==> config.mk <==
export PLATFORM = sky130hd
export DESIGN_NAME = rbc_top
export DESIGN_NICKNAME = d
export VERILOG_FILES = /design/src/hw/rbc_pkg.sv /design/src/hw/rbc_top.sv
export SDC_FILE = /design/constraint.sdc
export NUM_CORES = 1
export LEC_CHECK = 0
export BUFFER_PORTS_ARGS = -buffer_cell sky130_fd_sc_hd__buf_4
export CAP_MARGIN = 20
export CORE_UTILIZATION = 58
export DETAILED_ROUTE_END_ITERATION = 12
export PLACE_DENSITY_LB_ADDON = 0.25
export SYNTH_ARGS = -nofsm -noshare
export SYNTH_HDL_FRONTEND = slang
export SYNTH_SLANG_ARGS = --single-unit
==> constraint.sdc <==
create_clock -name pclk -period 3.08 [get_ports pclk]
set_input_delay 0.308 -clock pclk [delete_from_list [all_inputs] [get_ports pclk]]
set_output_delay 0.308 -clock pclk [all_outputs]
set_load 0.03 [all_outputs]
==> src/hw/rbc_pkg.sv <==
// rbc_pkg: register map, field positions, reset values and timing counts
// for the bit coding and preamble detect block.
// assumes an apb slave with 32-bit data and byte addresses.
`default_nettype none
package rbc_pkg;
  // byte addresses
  localparam logic [7:0] ADDR_OPFUNC2  = 8'h80;
  localparam logic [7:0] ADDR_CODING   = 8'h70;
  localparam logic [7:0] ADDR_PREA_HI  = 8'h33;
  localparam logic [7:0] ADDR_PREA_LO  = 8'h34;
  localparam logic [7:0] ADDR_PREA_DET = 8'h35;
  localparam logic [7:0] ADDR_STATUS   = 8'h04;
  localparam logic [7:0] ADDR_IRQ_EN   = 8'h06;
  localparam logic [7:0] ADDR_CMD      = 8'h07;
  localparam logic [7:0] ADDR_TXCTL    = 8'h3e;
  // reset values
  localparam logic [7:0] RST_OPFUNC2   = 8'h00;
  localparam logic [7:0] RST_PREA_HI   = 8'h00;
  localparam logic [7:0] RST_PREA_LO   = 8'h07;
  localparam logic [7:0] RST_PREA_DET  = 8'h20;
  localparam logic [7:0] RST_CODING    = 8'h00;
  localparam logic [7:0] RST_IRQ_EN    = 8'h00;
  localparam logic [7:0] RST_TXCTL     = 8'h08;
  // field positions
  localparam int OPF_AUTOTX  = 3;
  localparam int COD_WHITE   = 0;
  localparam int COD_MANCH   = 1;
  localparam int CMD_RXON    = 0;
  localparam int CMD_TXON    = 1;
  localparam int CMD_LOAD    = 2;
  localparam int ST_DET      = 1;
  localparam int ST_INV      = 0;
  localparam int ST_SYNC     = 2;
  localparam int ST_TXBUSY   = 3;
  // timing and pattern sizes
  localparam int SETTLE_BITS = 16;
  localparam int NIBBLE_BITS = 4;
  localparam logic [8:0] PN9_SEED = 9'h1ff;
  localparam int SYNC_BITS   = 16;
  localparam logic [15:0] SYNC_WORD = 16'h2dd4;
  typedef enum logic [2:0] {
    RBC_IDLE  = 3'b000,
    RBC_PREA  = 3'b001,
    RBC_SYNC  = 3'b010,
    RBC_PAY   = 3'b011,
    RBC_DONE  = 3'b100
  } rbc_tx_t;
endpackage : rbc_pkg
`default_nettype wire

==> src/hw/rbc_top.sv <==
// rbc_top: whitening, manchester coding, preamble detect, invalid preamble
// detect, retransmit and auto transmit, with apb registers.
// assumes one clock; bit_tick marks each bit period (two half periods under manchester, one otherwise).
//
// How it works
// - payload tx bits are xored with the pn9 output when whitening on
// - pn9 reloads to its seed at the first payload bit
// - receiver xors payload bits with identically seeded pn9
// - manchester sends two symbols per bit, preamble included
// - preamble length is nine-bit field, 1 to 512 bytes
// - threshold is five bits in nibbles; detect after that many bits
// - detector searches the received stream until sync is found, then not again until receive is re-enabled
// - detect without following sync is dropped and search resumes
// - detect drives an output pin and a status flag
// - pattern error raises invalid flag and a maskable interrupt
// - invalid flag held low 16 bit periods after receive enable
// - transmit-on with no new load resends the last packet
// - only packets fitting the fifo can be resent
// - autotx starts transmit when fifo reaches almost full
// - autotx returns to idle after the packet is sent
`default_nettype none
module rbc_top #(
  parameter int PKT_BITS  = 64,
  parameter int FIFO_BITS = 512
) (
  input  wire logic        pclk,
  input  wire logic        presetn,
  input  wire logic        psel,
  input  wire logic        penable,
  input  wire logic        pwrite,
  input  wire logic [7:0]  paddr,
  input  wire logic [31:0] pwdata,
  output logic      [31:0] prdata,
  output logic             pready,
  output logic             pslverr,
  input  wire logic        half_tick,
  input  wire logic        rx_sym,
  input  wire logic        fifo_almost_full,
  input  wire logic        tx_data_bit,
  input  wire logic [8:0]  pkt_len_bits,
  output logic             tx_sym,
  output logic             tx_active,
  output logic             tx_payload_req,
  output logic             rx_data_bit,
  output logic             rx_data_valid,
  output logic             preamble_det_pin,
  output logic             irq
);
  // registers
  logic [7:0] opfunc2_q, coding_q, prea_hi_q, prea_lo_q, prea_det_q;
  logic [7:0] irq_en_q;
  logic [3:0] status_q;
  logic       rx_en_q, new_pkt_q, fits_q;
  logic       wr, rd, hit;
  logic [7:0] rdv;
  logic       txon_cmd, load_cmd;

  assign wr = psel && penable && pwrite;
  assign rd = psel && penable && !pwrite;

  // register writes; a command word yields single-cycle strobes
  always_ff @(posedge pclk or negedge presetn) begin
    if (!presetn) begin
      opfunc2_q  <= rbc_pkg::RST_OPFUNC2;
      coding_q   <= rbc_pkg::RST_CODING;
      prea_hi_q  <= rbc_pkg::RST_PREA_HI;
      prea_lo_q  <= rbc_pkg::RST_PREA_LO;
      prea_det_q <= rbc_pkg::RST_PREA_DET;
      irq_en_q   <= rbc_pkg::RST_IRQ_EN;
      rx_en_q    <= 1'b0;
    end else if (wr) begin
      case (paddr)
        rbc_pkg::ADDR_OPFUNC2:  opfunc2_q  <= pwdata[7:0];
        rbc_pkg::ADDR_CODING:   coding_q   <= pwdata[7:0];
        rbc_pkg::ADDR_PREA_HI:  prea_hi_q  <= pwdata[7:0];
        rbc_pkg::ADDR_PREA_LO:  prea_lo_q  <= pwdata[7:0];
        rbc_pkg::ADDR_PREA_DET: prea_det_q <= pwdata[7:0];
        rbc_pkg::ADDR_IRQ_EN:   irq_en_q   <= pwdata[7:0];
        rbc_pkg::ADDR_CMD:      rx_en_q    <= pwdata[rbc_pkg::CMD_RXON];
        default: ;
      endcase
    end
  end

  assign txon_cmd = wr && paddr == rbc_pkg::ADDR_CMD
                    && pwdata[rbc_pkg::CMD_TXON];
  assign load_cmd = wr && paddr == rbc_pkg::ADDR_CMD
                    && pwdata[rbc_pkg::CMD_LOAD];

  // read mux; unmapped addresses answer with slverr
  // the command register reads back only the receive enable level;
  // its strobes leave nothing behind to read
  always_comb begin
    hit = 1'b1;
    rdv = 8'h00;
    case (paddr)
      rbc_pkg::ADDR_OPFUNC2:  rdv = opfunc2_q;
      rbc_pkg::ADDR_CODING:   rdv = coding_q;
      rbc_pkg::ADDR_PREA_HI:  rdv = prea_hi_q;
      rbc_pkg::ADDR_PREA_LO:  rdv = prea_lo_q;
      rbc_pkg::ADDR_PREA_DET: rdv = {prea_det_q[7:3], 3'h0};
      rbc_pkg::ADDR_STATUS:   rdv = {4'h0, status_q};
      rbc_pkg::ADDR_IRQ_EN:   rdv = irq_en_q;
      rbc_pkg::ADDR_CMD:      rdv = {7'h00, rx_en_q};
      default:                hit = 1'b0;
    endcase
  end

  // zero-wait slave: answer in the first access cycle
  // writes land at the edge where pready is seen high, not at setup
  always_ff @(posedge pclk or negedge presetn) begin
    if (!presetn) begin
      prdata  <= 32'h0000_0000;
      pready  <= 1'b0;
      pslverr <= 1'b0;
    end else begin
      pready  <= psel && !penable;
      pslverr <= psel && !penable && !hit;
      prdata  <= (psel && !penable && !pwrite) ? {24'h0, rdv} : prdata;
    end
  end

  // ---------------- transmit ----------------
  rbc_pkg::rbc_tx_t st_q;
  logic [8:0]  pn_tx_q, pn_rx_q;
  logic [11:0] bit_cnt_q;
  logic        phase_q, bit_tick;
  logic        cur_bit, auto_q;
  logic [11:0] prea_bits;

  // length field holds bytes minus one; 12 bits cover 512 bytes
  assign prea_bits = {prea_hi_q[0], prea_lo_q, 3'h0} + 12'd8;
  assign bit_tick  = half_tick &&
                     (phase_q || !coding_q[rbc_pkg::COD_MANCH]);

  // half-symbol phase; manchester spends two halves per bit
  always_ff @(posedge pclk or negedge presetn) begin
    if (!presetn) phase_q <= 1'b0;
    else if (half_tick) phase_q <= !phase_q;
  end

  // packet bookkeeping: a load marks new data, a send consumes it
  always_ff @(posedge pclk or negedge presetn) begin
    if (!presetn) begin
      new_pkt_q <= 1'b0;
      fits_q    <= 1'b0;
    end else if (load_cmd) begin
      new_pkt_q <= 1'b1;
      fits_q    <= 32'(pkt_len_bits) <= FIFO_BITS;
    end else if (st_q == rbc_pkg::RBC_DONE) begin
      new_pkt_q <= 1'b0;
    end
  end

  // tx sequencer: preamble, sync, payload
  always_ff @(posedge pclk or negedge presetn) begin
    if (!presetn) begin
      st_q      <= rbc_pkg::RBC_IDLE;
      bit_cnt_q <= 12'h000;
      auto_q    <= 1'b0;
    end else begin
      case (st_q)
        rbc_pkg::RBC_IDLE: begin
          bit_cnt_q <= 12'h000;
          if (txon_cmd && (new_pkt_q || fits_q)) begin
            st_q   <= rbc_pkg::RBC_PREA;
            auto_q <= 1'b0;
          end else if (opfunc2_q[rbc_pkg::OPF_AUTOTX] && fifo_almost_full
                       && new_pkt_q) begin
            st_q   <= rbc_pkg::RBC_PREA;
            auto_q <= 1'b1;
          end
        end
        rbc_pkg::RBC_PREA: if (bit_tick) begin
          if (bit_cnt_q == prea_bits - 12'd1) begin
            st_q <= rbc_pkg::RBC_SYNC;
            bit_cnt_q <= 12'h000;
          end else bit_cnt_q <= bit_cnt_q + 12'd1;
        end
        rbc_pkg::RBC_SYNC: if (bit_tick) begin
          if (bit_cnt_q == 12'(rbc_pkg::SYNC_BITS - 1)) begin
            st_q <= rbc_pkg::RBC_PAY;
            bit_cnt_q <= 12'h000;
          end else bit_cnt_q <= bit_cnt_q + 12'd1;
        end
        rbc_pkg::RBC_PAY: if (bit_tick) begin
          if (bit_cnt_q == {3'h0, pkt_len_bits} - 12'd1)
            st_q <= rbc_pkg::RBC_DONE;
          else bit_cnt_q <= bit_cnt_q + 12'd1;
        end
        rbc_pkg::RBC_DONE: st_q <= rbc_pkg::RBC_IDLE;
        default: st_q <= rbc_pkg::RBC_IDLE;
      endcase
    end
  end

  // tx pn9: seeded on payload entry so header bits stay plain
  // fibonacci form: newest bit is the xor of the bits 9 and 5 back
  always_ff @(posedge pclk or negedge presetn) begin
    if (!presetn) pn_tx_q <= rbc_pkg::PN9_SEED;
    else if (st_q != rbc_pkg::RBC_PAY) pn_tx_q <= rbc_pkg::PN9_SEED;
    else if (bit_tick)
      pn_tx_q <= {pn_tx_q[7:0], pn_tx_q[8] ^ pn_tx_q[4]};
  end

  // bit value on air before manchester
  always_comb begin
    case (st_q)
      rbc_pkg::RBC_PREA: cur_bit = !bit_cnt_q[0];
      rbc_pkg::RBC_SYNC: cur_bit = rbc_pkg::SYNC_WORD[
                           4'(rbc_pkg::SYNC_BITS - 1) - bit_cnt_q[3:0]];
      rbc_pkg::RBC_PAY:  cur_bit = tx_data_bit ^
        (coding_q[rbc_pkg::COD_WHITE] & pn_tx_q[8]);
      default:           cur_bit = 1'b0;
    endcase
  end

  // symbol output: manchester gives bit then its inverse
  always_ff @(posedge pclk or negedge presetn) begin
    if (!presetn) begin
      tx_sym         <= 1'b0;
      tx_active      <= 1'b0;
      tx_payload_req <= 1'b0;
    end else begin
      tx_sym <= (coding_q[rbc_pkg::COD_MANCH] && phase_q) ?
                !cur_bit : cur_bit;
      tx_active      <= st_q != rbc_pkg::RBC_IDLE;
      tx_payload_req <= st_q == rbc_pkg::RBC_PAY && bit_tick;
    end
  end

  // ---------------- receive ----------------
  logic        first_half_q, rx_bit, rx_tick;
  logic        prev_q;
  logic [7:0]  run_q;
  logic [4:0]  settle_q;
  logic [15:0] sync_sh_q;
  logic [5:0]  wait_q;
  logic        det_q, in_pay_q;
  logic [7:0]  thr_bits;

  // a zero threshold never detects; software must set one nibble or more
  assign thr_bits = {prea_det_q[7:3], 3'h0} >> 1; // nibbles to bits
  // decoder takes polarity of first half as the bit
  assign rx_bit  = coding_q[rbc_pkg::COD_MANCH] ? first_half_q : rx_sym;
  assign rx_tick = bit_tick;

  always_ff @(posedge pclk or negedge presetn) begin
    if (!presetn) first_half_q <= 1'b0;
    else if (half_tick && !phase_q) first_half_q <= rx_sym;
  end

  // alternating-run counter searches without pause
  always_ff @(posedge pclk or negedge presetn) begin
    if (!presetn) begin
      prev_q <= 1'b0;
      run_q  <= 8'h00;
    end else if (!rx_en_q) begin
      run_q <= 8'h00;
    end else if (rx_tick) begin
      prev_q <= rx_bit;
      if (rx_bit != prev_q) run_q <= (run_q == 8'hff) ? run_q
                                     : run_q + 8'd1;
      else run_q <= 8'h00;
    end
  end

  // detect, then sync search with a timeout back to preamble search
  always_ff @(posedge pclk or negedge presetn) begin
    if (!presetn) begin
      det_q     <= 1'b0;
      in_pay_q  <= 1'b0;
      wait_q    <= 6'h00;
      sync_sh_q <= 16'h0000;
    end else if (!rx_en_q) begin
      det_q    <= 1'b0;
      in_pay_q <= 1'b0;
    end else if (rx_tick) begin
      sync_sh_q <= {sync_sh_q[14:0], rx_bit};
      if (!det_q && !in_pay_q && run_q + 8'd1 >= thr_bits
          && thr_bits != 8'h00) begin
        det_q  <= 1'b1;
        wait_q <= 6'h00;
      end else if (det_q) begin
        if ({sync_sh_q[14:0], rx_bit} == rbc_pkg::SYNC_WORD) begin
          det_q    <= 1'b0;
          in_pay_q <= 1'b1;
        end else if (wait_q == 6'h3f) det_q <= 1'b0;
        else wait_q <= wait_q + 6'd1;
      end
    end
  end

  // invalid preamble suppressed during receiver settling
  always_ff @(posedge pclk or negedge presetn) begin
    if (!presetn) settle_q <= 5'h00;
    else if (!rx_en_q) settle_q <= 5'h00;
    else if (rx_tick && settle_q != 5'(rbc_pkg::SETTLE_BITS))
      settle_q <= settle_q + 5'd1;
  end

  // rx pn9 dewhitening, seeded until payload starts
  always_ff @(posedge pclk or negedge presetn) begin
    if (!presetn) pn_rx_q <= rbc_pkg::PN9_SEED;
    else if (!in_pay_q) pn_rx_q <= rbc_pkg::PN9_SEED;
    else if (rx_tick)
      pn_rx_q <= {pn_rx_q[7:0], pn_rx_q[8] ^ pn_rx_q[4]};
  end

  // status flags: set wins over clear on status read
  // a repeated bit breaks the pattern, so a quiet line with no preamble
  // at all is reported invalid once settling is over; detect and
  // payload phases mask it, since sync and data bits repeat freely
  always_ff @(posedge pclk or negedge presetn) begin
    if (!presetn) begin
      status_q         <= 4'h0;
      preamble_det_pin <= 1'b0;
      rx_data_bit      <= 1'b0;
      rx_data_valid    <= 1'b0;
      irq              <= 1'b0;
    end else begin
      status_q[rbc_pkg::ST_DET] <= det_q ||
        (status_q[rbc_pkg::ST_DET] && !(rd && paddr == rbc_pkg::ADDR_STATUS));
      status_q[rbc_pkg::ST_INV] <= (rx_tick && rx_en_q && !det_q
        && !in_pay_q && settle_q == 5'(rbc_pkg::SETTLE_BITS)
        && rx_bit == prev_q)
        || (status_q[rbc_pkg::ST_INV]
            && !(rd && paddr == rbc_pkg::ADDR_STATUS));
      status_q[rbc_pkg::ST_SYNC]   <= in_pay_q;
      status_q[rbc_pkg::ST_TXBUSY] <= st_q != rbc_pkg::RBC_IDLE;
      preamble_det_pin <= det_q;
      rx_data_valid    <= in_pay_q && rx_tick;
      rx_data_bit      <= rx_bit ^
        (coding_q[rbc_pkg::COD_WHITE] & pn_rx_q[8]);
      irq <= |(status_q[1:0] & irq_en_q[1:0]);
    end
  end
endmodule : rbc_top
`default_nettype wire

==> impl_results.md, run 1 <==
- Synth top area share: 40.3%
- Final Slew Violations: 0
- Filler cells: 929
- Peak supply drop: 413 uV
- Die area: 13000 sq um
- Final worst-path cycle share: 87.5%
- CTS tree: built
- Clock H-tree levels: 4
- Number of diodes: 0
- Adder-cell share of the synthesized area: 2.75%
- Final #Nets: 807
- Ranking of synthesized cells by area: dfrtp_1, mux2_2, dfstp_2, nand2_1, xnor2_1
- Layout cells sized above 1: 26.0%
- GR peak layer: met2
- Synth Area in XOR/XNOR: 4.89%
- DP HPWL: 10.6 mm
- Commonest non-fill, non-tap cells in the layout: dfrtp_1, nand2_1, buf_4, mux2_2, nor2_1
- Synth Area per Inst: 10.7 sq um
- Pre-antenna DRT Iters: 5
- Post-synth ARST share: 100%
- FMAX: 371 MHz
- Worst Max-Slew Pin Slew: 0.805 ns
- Initial Utilization: 60.0%
- I/O pin total: 99
- Num CTS Buffers: 17
- Reg2Reg Setup Slack: 0.39 ns
- Crit path max-delay family: simple AND/OR/NAND/NOR gates
- Mux contribution to synthesized area: 10.0%
- Hold Path Class: in -> reg
- Post-synth EDFFs: 0
- Pwr dens: 523 nW/um^2
- # Post-CTS Setup Buffers: 0
- Buffers & Inverters on Critical Path: 1
- Crit path max-delay cell type: dfrtp_1
- Final hold violations: 0
- Post-Syn Area: 7270 sq um
- Clk sinks: 139
- Lkg Pwr: 3.90 nW
- Design area: 8250 sq um
- Crit path time final: 2.69 ns
- Multi-input logic area: 3390 sq um
- Max_cap viols: 0
- Area added between synthesis and finish: 13.5%
- Slew Limit Headroom: 46.2%
- Crit Path Class: reg -> reg
- Hold_ws: 0.121 ns
- Setup WS post-layout: 0.386 ns
- Post-route setup TNS: 0 ns
- Drt drc: 0
- FF+latch area: 3510 sq um
- Final Skew: 0.00759 ns
- Post-CTS sizing: 0
- Routing usage on met1: 33.9%
- Synth cell types: 73
- Mapped Cells: 679
- Vias in the first global route: 5272
- DR iter-0 viols: 458
- Post-route ant nets: 0
- Grt total ovfl: 0
- Largest family of logic cells by synthesized area: simple AND/OR/NAND/NOR gates
- Largest net degree at the start of global routing: 75
- Critical Path Source Type: flop
- Unrepaired setup endpoints after global routing: false
- Root Driver: clkbuf_16
- Worst skew pair latency: 0.41 ns
- GR Layer Usage met3: 5.95%
- Vias per cell: 5.85
- Die height: 114 microns
- Clock-pin transition on the worst setup and hold timing paths: 0.05 ns
- Status: finished clean
- Synth Area in Simple Gates: 15.9%
- Clk buf depth: 2
- Die width: 114 microns
- Global-route wire length before repair: 26.1 mm
- Post-synth top area cell: dfrtp_1
- DR WL/cell: 17.0 microns
- Core Area: 12100 sq um
- Worst path required time: 3.38 ns
- Placer Congestion: 0.836
- Crit path DAT: 2.99 ns
- Vias: 5346
- Post-synthesis sequential area ratio: 48.2%
- Met2 Usage GRT: 43.2%
- Initial antenna violation count: 0
- Total GRT Usage: 25.8%
- DRT Wirelength: 15.6 mm
- Ys flop type: dfrtp_1
- Synth Area in Compound Gates: 11.9%
- Port buffer count: 50
- Worst-path cell chain: mux2i_1 > ha_1 > nand3_1 > nor3_1 > o21ai_0 > buf_4 > nand3_1 > o21ai_0 > nand2_1 > o41ai_1
- Slowest Stage Delay on Critical Path: 0.48 ns
- Crit. End Element: flop
- Place WS: 0.159 ns
- Area after DPL: 7680 sq um
- Final setup violation count: 0
- Most common cell after layout, fill and taps aside: dfrtp_1
- YS warnings: 0
- Placement Rows: 40
- #FFs+latches synth: 139
- CP max FO: 11
stage by stage:
| step | utilization [%] | std cells | total power [mW] |
|---|---|---|---|
| after global placement | 63.5 | 881 | 2.38 |
| after global routing | 68.1 | 914 | 4.48 |
| final | 68.1 | 914 | 4.31 |
| after detailed placement | 63.5 | 881 | 2.40 |
| after CTS | 68.1 | 914 | 4.34 |
| after floorplan | - | 702 | 2.27 |
cell type report:
type	count	area share, %
clock buffer	24	5.60
clock inverter	8	1.15
inverter	20	0.910
multi-input combinational	488	41.1
sequential	139	42.5
tap	168	2.55
timing repair buffer	67	6.17
flip-flops by register name (all words and copies together) (netlist names), 3 cells and up:
name,flops
pn_rx_q,9
bit_cnt_q,12
pn_tx_q,9
prdata,8
irq_en_q,8
opfunc2_q,8
status_q,4
prea_lo_q,8
settle_q,5
run_q,8
prea_hi_q,8
sync_sh_q,15
coding_q,8
st_q,3
wait_q,6
prea_det_q,5
final timing paths:
| path | from | end | cells after the start |
|---|---|---|---|
| setup / recovery | coding_q[1] | run_q[6] | 10 |
| hold / removal | half_tick | phase_q | 2 |
| setup reg to reg | coding_q[1] | run_q[6] | 10 |
| hold reg to reg | fits_q | fits_q | 1 |
| max in group asynchronous | presetn | pn_rx_q[4] | 3 |
| min in group asynchronous | presetn | irq_en_q[5] | 2 |
synth_stat cells, drive strengths merged, types with 3 or more instances:
cell type,number
a21boi,3
a21oi,8
a221oi,5
a222oi,6
a22o,7
a22oi,6
a31oi,10
and2,6
and3,18
and4b,3
buf,35
clkbuf,19
dfrtp,117
dfstp,22
ha,16
inv,20
mux2,61
mux2i,4
nand2,70
nand2b,10
nand3,36
nand4,8
nor2,37
nor3,13
nor4,4
nor4bb,3
o211ai,3
o21a,6
o21ai,37
o22ai,3
o31ai,7
o41ai,3
or4,3
xnor2,25
xor2,13
report_power, final:
| part | internal [mW] | switching, mW | total (mW) |
|---|---|---|---|
| clock network | 1.21 | 0.731 | 1.94 |
| logic | 0.155 | 0.281 | 0.436 |
| registers | 1.88 | 0.0566 | 1.94 |
| total | 3.25 | 1.07 | 4.31 |
metal layers:
metal / wire length (microns) / up-vias
li1: - / 2494
met1: 6970 / 2670
met2: 7770 / 172
met3: 725 / 10
met4: 104 / 0
met5: 0 / -
cells by family after synthesis:
group | Yosys count
DFF | 139
adders and majority gates | 16
AOI/OAI and AO/OA | 117
xor gates and xnor gates | 39
buffers and inverters | 75
and+or+nand+nor | 227
muxes | 65
other | 1
timing repair:
item | 4_1_cts | 5_1_grt
setup endpoints to repair | 0 | 0
endpoints found under the hold margin | 67 | 0
hold buffers | 1 | 0
(Power assumes the default switching activity.)
==> inputs of run 2 (changes only) <==
ABC_AREA = 1   (was unset)
==> impl_results.md, run 2 <==
- Status: finished clean
- Post-synthesis sequential area ratio: 45.7% (-2.5 points)
- CP max FO: 9 (-2)
- Num CTS Buffers: 17 (unchanged)
- Commonest non-fill, non-tap cells in the layout: nand2_1, inv_1, dfrtp_1, o21ai_0, nand3_1
- Post-Syn Area: 7670 sq um (+5.4%)
- Worst-path cell chain: mux2i_1 > ha_1 > nand2_1 > inv_1 > nand4_1 > nand2_1 > clkinv_1 > nand2_1 > o21ai_0
- Root Driver: clkbuf_16
- Pre-antenna DRT Iters: 5 (unchanged)
- Total GRT Usage: 27.4% (+1.5 points)
- Critical Path Source Type: flop
- Max_cap viols: 0 (unchanged)
- Synth cell types: 47 (-36%)
- #FFs+latches synth: 139 (unchanged)
- FMAX: 429 MHz (+16%)
- Clock power share: 38.6% (-6.3 points)
- Vias: 6534 (+22%)
- Worst path required time: 3.38 ns (about the same)
- DP HPWL: 12.2 mm (+15%)
- Worst skew pair latency: 0.42 ns (about the same)
- Placer Congestion: 0.892 (+6.6%)
- Crit path DAT: 2.62 ns (-0.37 ns)
- Initial antenna violation count: 0 (unchanged)
- Worst Max-Slew Pin Slew: 0.669 ns (-0.136 ns)
- Final #Nets: 1122 (+39%)
- Launching point of the worst reg2reg path: coding_q[1]
- Clk buf depth: 2 (unchanged)
- Peak supply drop: 479 uV (+16%)
- Clock-pin transition on the worst setup and hold timing paths: 0.06 ns (about the same)
- Die width: 117 microns (+2.6%)
- Reg2Reg Setup Slack: 0.75 ns (+0.37 ns)
- Hold Path Class: in -> reg
- Unrepaired setup endpoints after global routing: false
- Post-route ant nets: 0 (unchanged)
- Final hold violations: 0 (unchanged)
- Crit path max-delay family: simple AND/OR/NAND/NOR gates
- I/O pin total: 99 (unchanged)
- Cell mode on critical path: nand2_1
- Most common cell after layout, fill and taps aside: nand2_1
- Clk sinks: 139 (unchanged)
- Placement Rows: 41 (+2.5%)
- Final Slew Violations: 0 (unchanged)
- Max reg flops: 15 (unchanged)
- Slowest Stage Delay on Critical Path: 0.51 ns (+0.03 ns)
- Drt drc: 0 (unchanged)
- Final Skew: 0.00774 ns (+0.000148 ns)
- Lkg Pwr: 4.47 nW (+15%)
- Ranking of synthesized cells by area: dfrtp_1, nand2_1, dfstp_2, inv_1, o21ai_0
- Switching power share of the total: 31.2% (+6.4 points)
- Count leader, synth: nand2_1
- Crit path depth: 9 (-1)
- Design area: 8700 sq um (+5.4%)
- Net Sw Power: 1.64 mW (+53%)
- Layout cells sized above 1: 12.5% (-13 points)
- DRT Wirelength: 16.7 mm (+7.6%)
- Worst setup path start: coding_q[1]
- Largest net degree at the start of global routing: 75 (unchanged)
- Ys flop type: dfrtp_1
- Grt total ovfl: 0 (unchanged)
- Crit path max-delay cell type: dfrtp_1
- R2R depth: 9 (-1)
- CTS tree: built
- Fin cells: 1233 (+35%)
- Die height: 117 microns (+2.6%)
- Vias per cell: 5.30 (-9.4%)
- Worst setup path endpoint: run_q[2]
- Vias in the first global route: 6004 (+14%)
- Final worst-path cycle share: 75.6% (-12 points)
- Worst R2R End: run_q[2]
- Post-CTS sizing: 0 (unchanged)
- Internal: 3.62 mW (+11%)
- Global-route wire length before repair: 28.5 mm (+9.1%)
- Post-synth top area cell: dfrtp_1
- Die area: 13700 sq um (+5.3%)
- Number of diodes: 0 (unchanged)
- Area added between synthesis and finish: 13.4% (about the same)
- Slew Limit Headroom: 55.4% (+9.2 points)
- Crit. End Element: flop
- Clock H-tree levels: 4 (unchanged)
- Area after DPL: 8100 sq um (+5.4%)
- Synth Area per Inst: 7.68 sq um (-28%)
- Post-route setup TNS: 0 ns (unchanged)
- Crit path time final: 2.33 ns (-0.366 ns)
- Synth top area share: 38.2% (-2.1 points)
- Most frequent cells after synthesis: nand2_1, inv_1, dfrtp_1, o21ai_0, nand3_1
- Port buffer count: 50 (unchanged)
- Crit Path Class: reg -> reg
- Biggest regs: sync_sh_q (15), bit_cnt_q (12)
- Pwr dens: 604 nW/um^2 (+16%)
- Mapped Cells: 998 (+47%)
- Core Area: 12800 sq um (+5.5%)
- Buffers & Inverters on Critical Path: 2 (+1)
- Initial Utilization: 60.0% (about the same)
- Post-synth EDFFs: 0 (unchanged)
- Final setup violation count: 0 (unchanged)
- Dpl cells: 1200 (+36%)
- DR WL/cell: 13.6 microns (-20%)
- Register share of total power: 41.4% (-3.6 points)
- Post-synth ARST share: 100% (unchanged)
- DR iter-0 viols: 513 (+12%)
- Reg with most FFs: sync_sh_q
- YS warnings: 0 (unchanged)
- Logic pwr share: 20.0% (+9.9 points)
[run 2: cell count changes after synthesis, moves of 17 or more]
| cell | change |
|---|---|
| nand2_1 | +201 |
| mux2_2 | -60 |
| and3_1 | -17 |
| o21ai_0 | +73 |
| inv_1 | +118 |
| nand3_1 | +61 |
[run 2: how the worst min path moves through the flow]
stage	cells after the start	start	endpoint
2_1_floorplan	0	presetn	bit_cnt_q[0]
3_3_place_gp	1	presetn	rx_data_bit
3_5_place_dp	1	presetn	sync_sh_q[5]
4_1_cts	3	pwdata[0]	rx_en_q
5_1_grt	3	pwdata[0]	rx_en_q
6_report	3	pwdata[0]	rx_en_q
[run 2: through the flow]
stage / utilization (%) / setup slack, ns / hold slack (ns) / power, mW
global placement: 63.4 / 0.800 / 0.361 / 3.21
floorplan: - / 1.16 / 0.0124 / 2.96
detailed placement: 63.4 / 0.768 / 0.357 / 3.24
finish: 68.1 / 0.752 / 0.107 / 5.25
global route: 68.1 / 0.496 / 0.104 / 5.54
CTS: 68.1 / 0.757 / 0.0946 / 5.28
[run 2: repair_timing]
item,in CTS,in global routing
buffers inserted,0,0
hold endpoints to repair,54,0
hold buffers,1,0
[run 2: cell families (layout without fill, tap and decap cells)]
family,after synthesis,after routing,synth area share (%)
and+or+nand+nor,481,481,27.4
buffers and inverters,192,232,10.8
AOI/OAI and AO/OA,147,147,10.8
DFF,139,139,45.7
xor gates and xnor gates,20,20,2.28
adders and majority gates,16,16,2.61
muxes,2,2,0.277
other,1,24,0.0489
[run 2: area by class of cell]
cell class	count	area, sq um
fillers	1057	4080
flip-flops and latches	139	3510
multi-input cells	690	3420
inverters	143	537
clock buffers	22	474
repair buffers	57	434
well taps	172	215
clock inverters	10	115
[run 2: worst min-delay path: cells and delay by family]
family	cells	cell delay, ns
buf+inv	1	0.08
compound gates	1	0.06
simple gates	1	0.04
[run 2: power by group through the flow]
stage	combinational, mW	clock [mW]	sequential [mW]
floorplan	0.768	0	2.19
global placement	1.01	0	2.19
detailed placement	1.04	0	2.20
CTS	1.05	2.06	2.17
global route	1.20	2.13	2.21
finish	1.05	2.03	2.18
[run 2: layer usage]
metal	track usage [%]	routed length, microns	up-vias
met4	10.7	374	0
met2	43.1	7840	172
met3	5.97	723	29
met1	37.2	7800	3058
li1	-	-	3275
met5	0	0	-
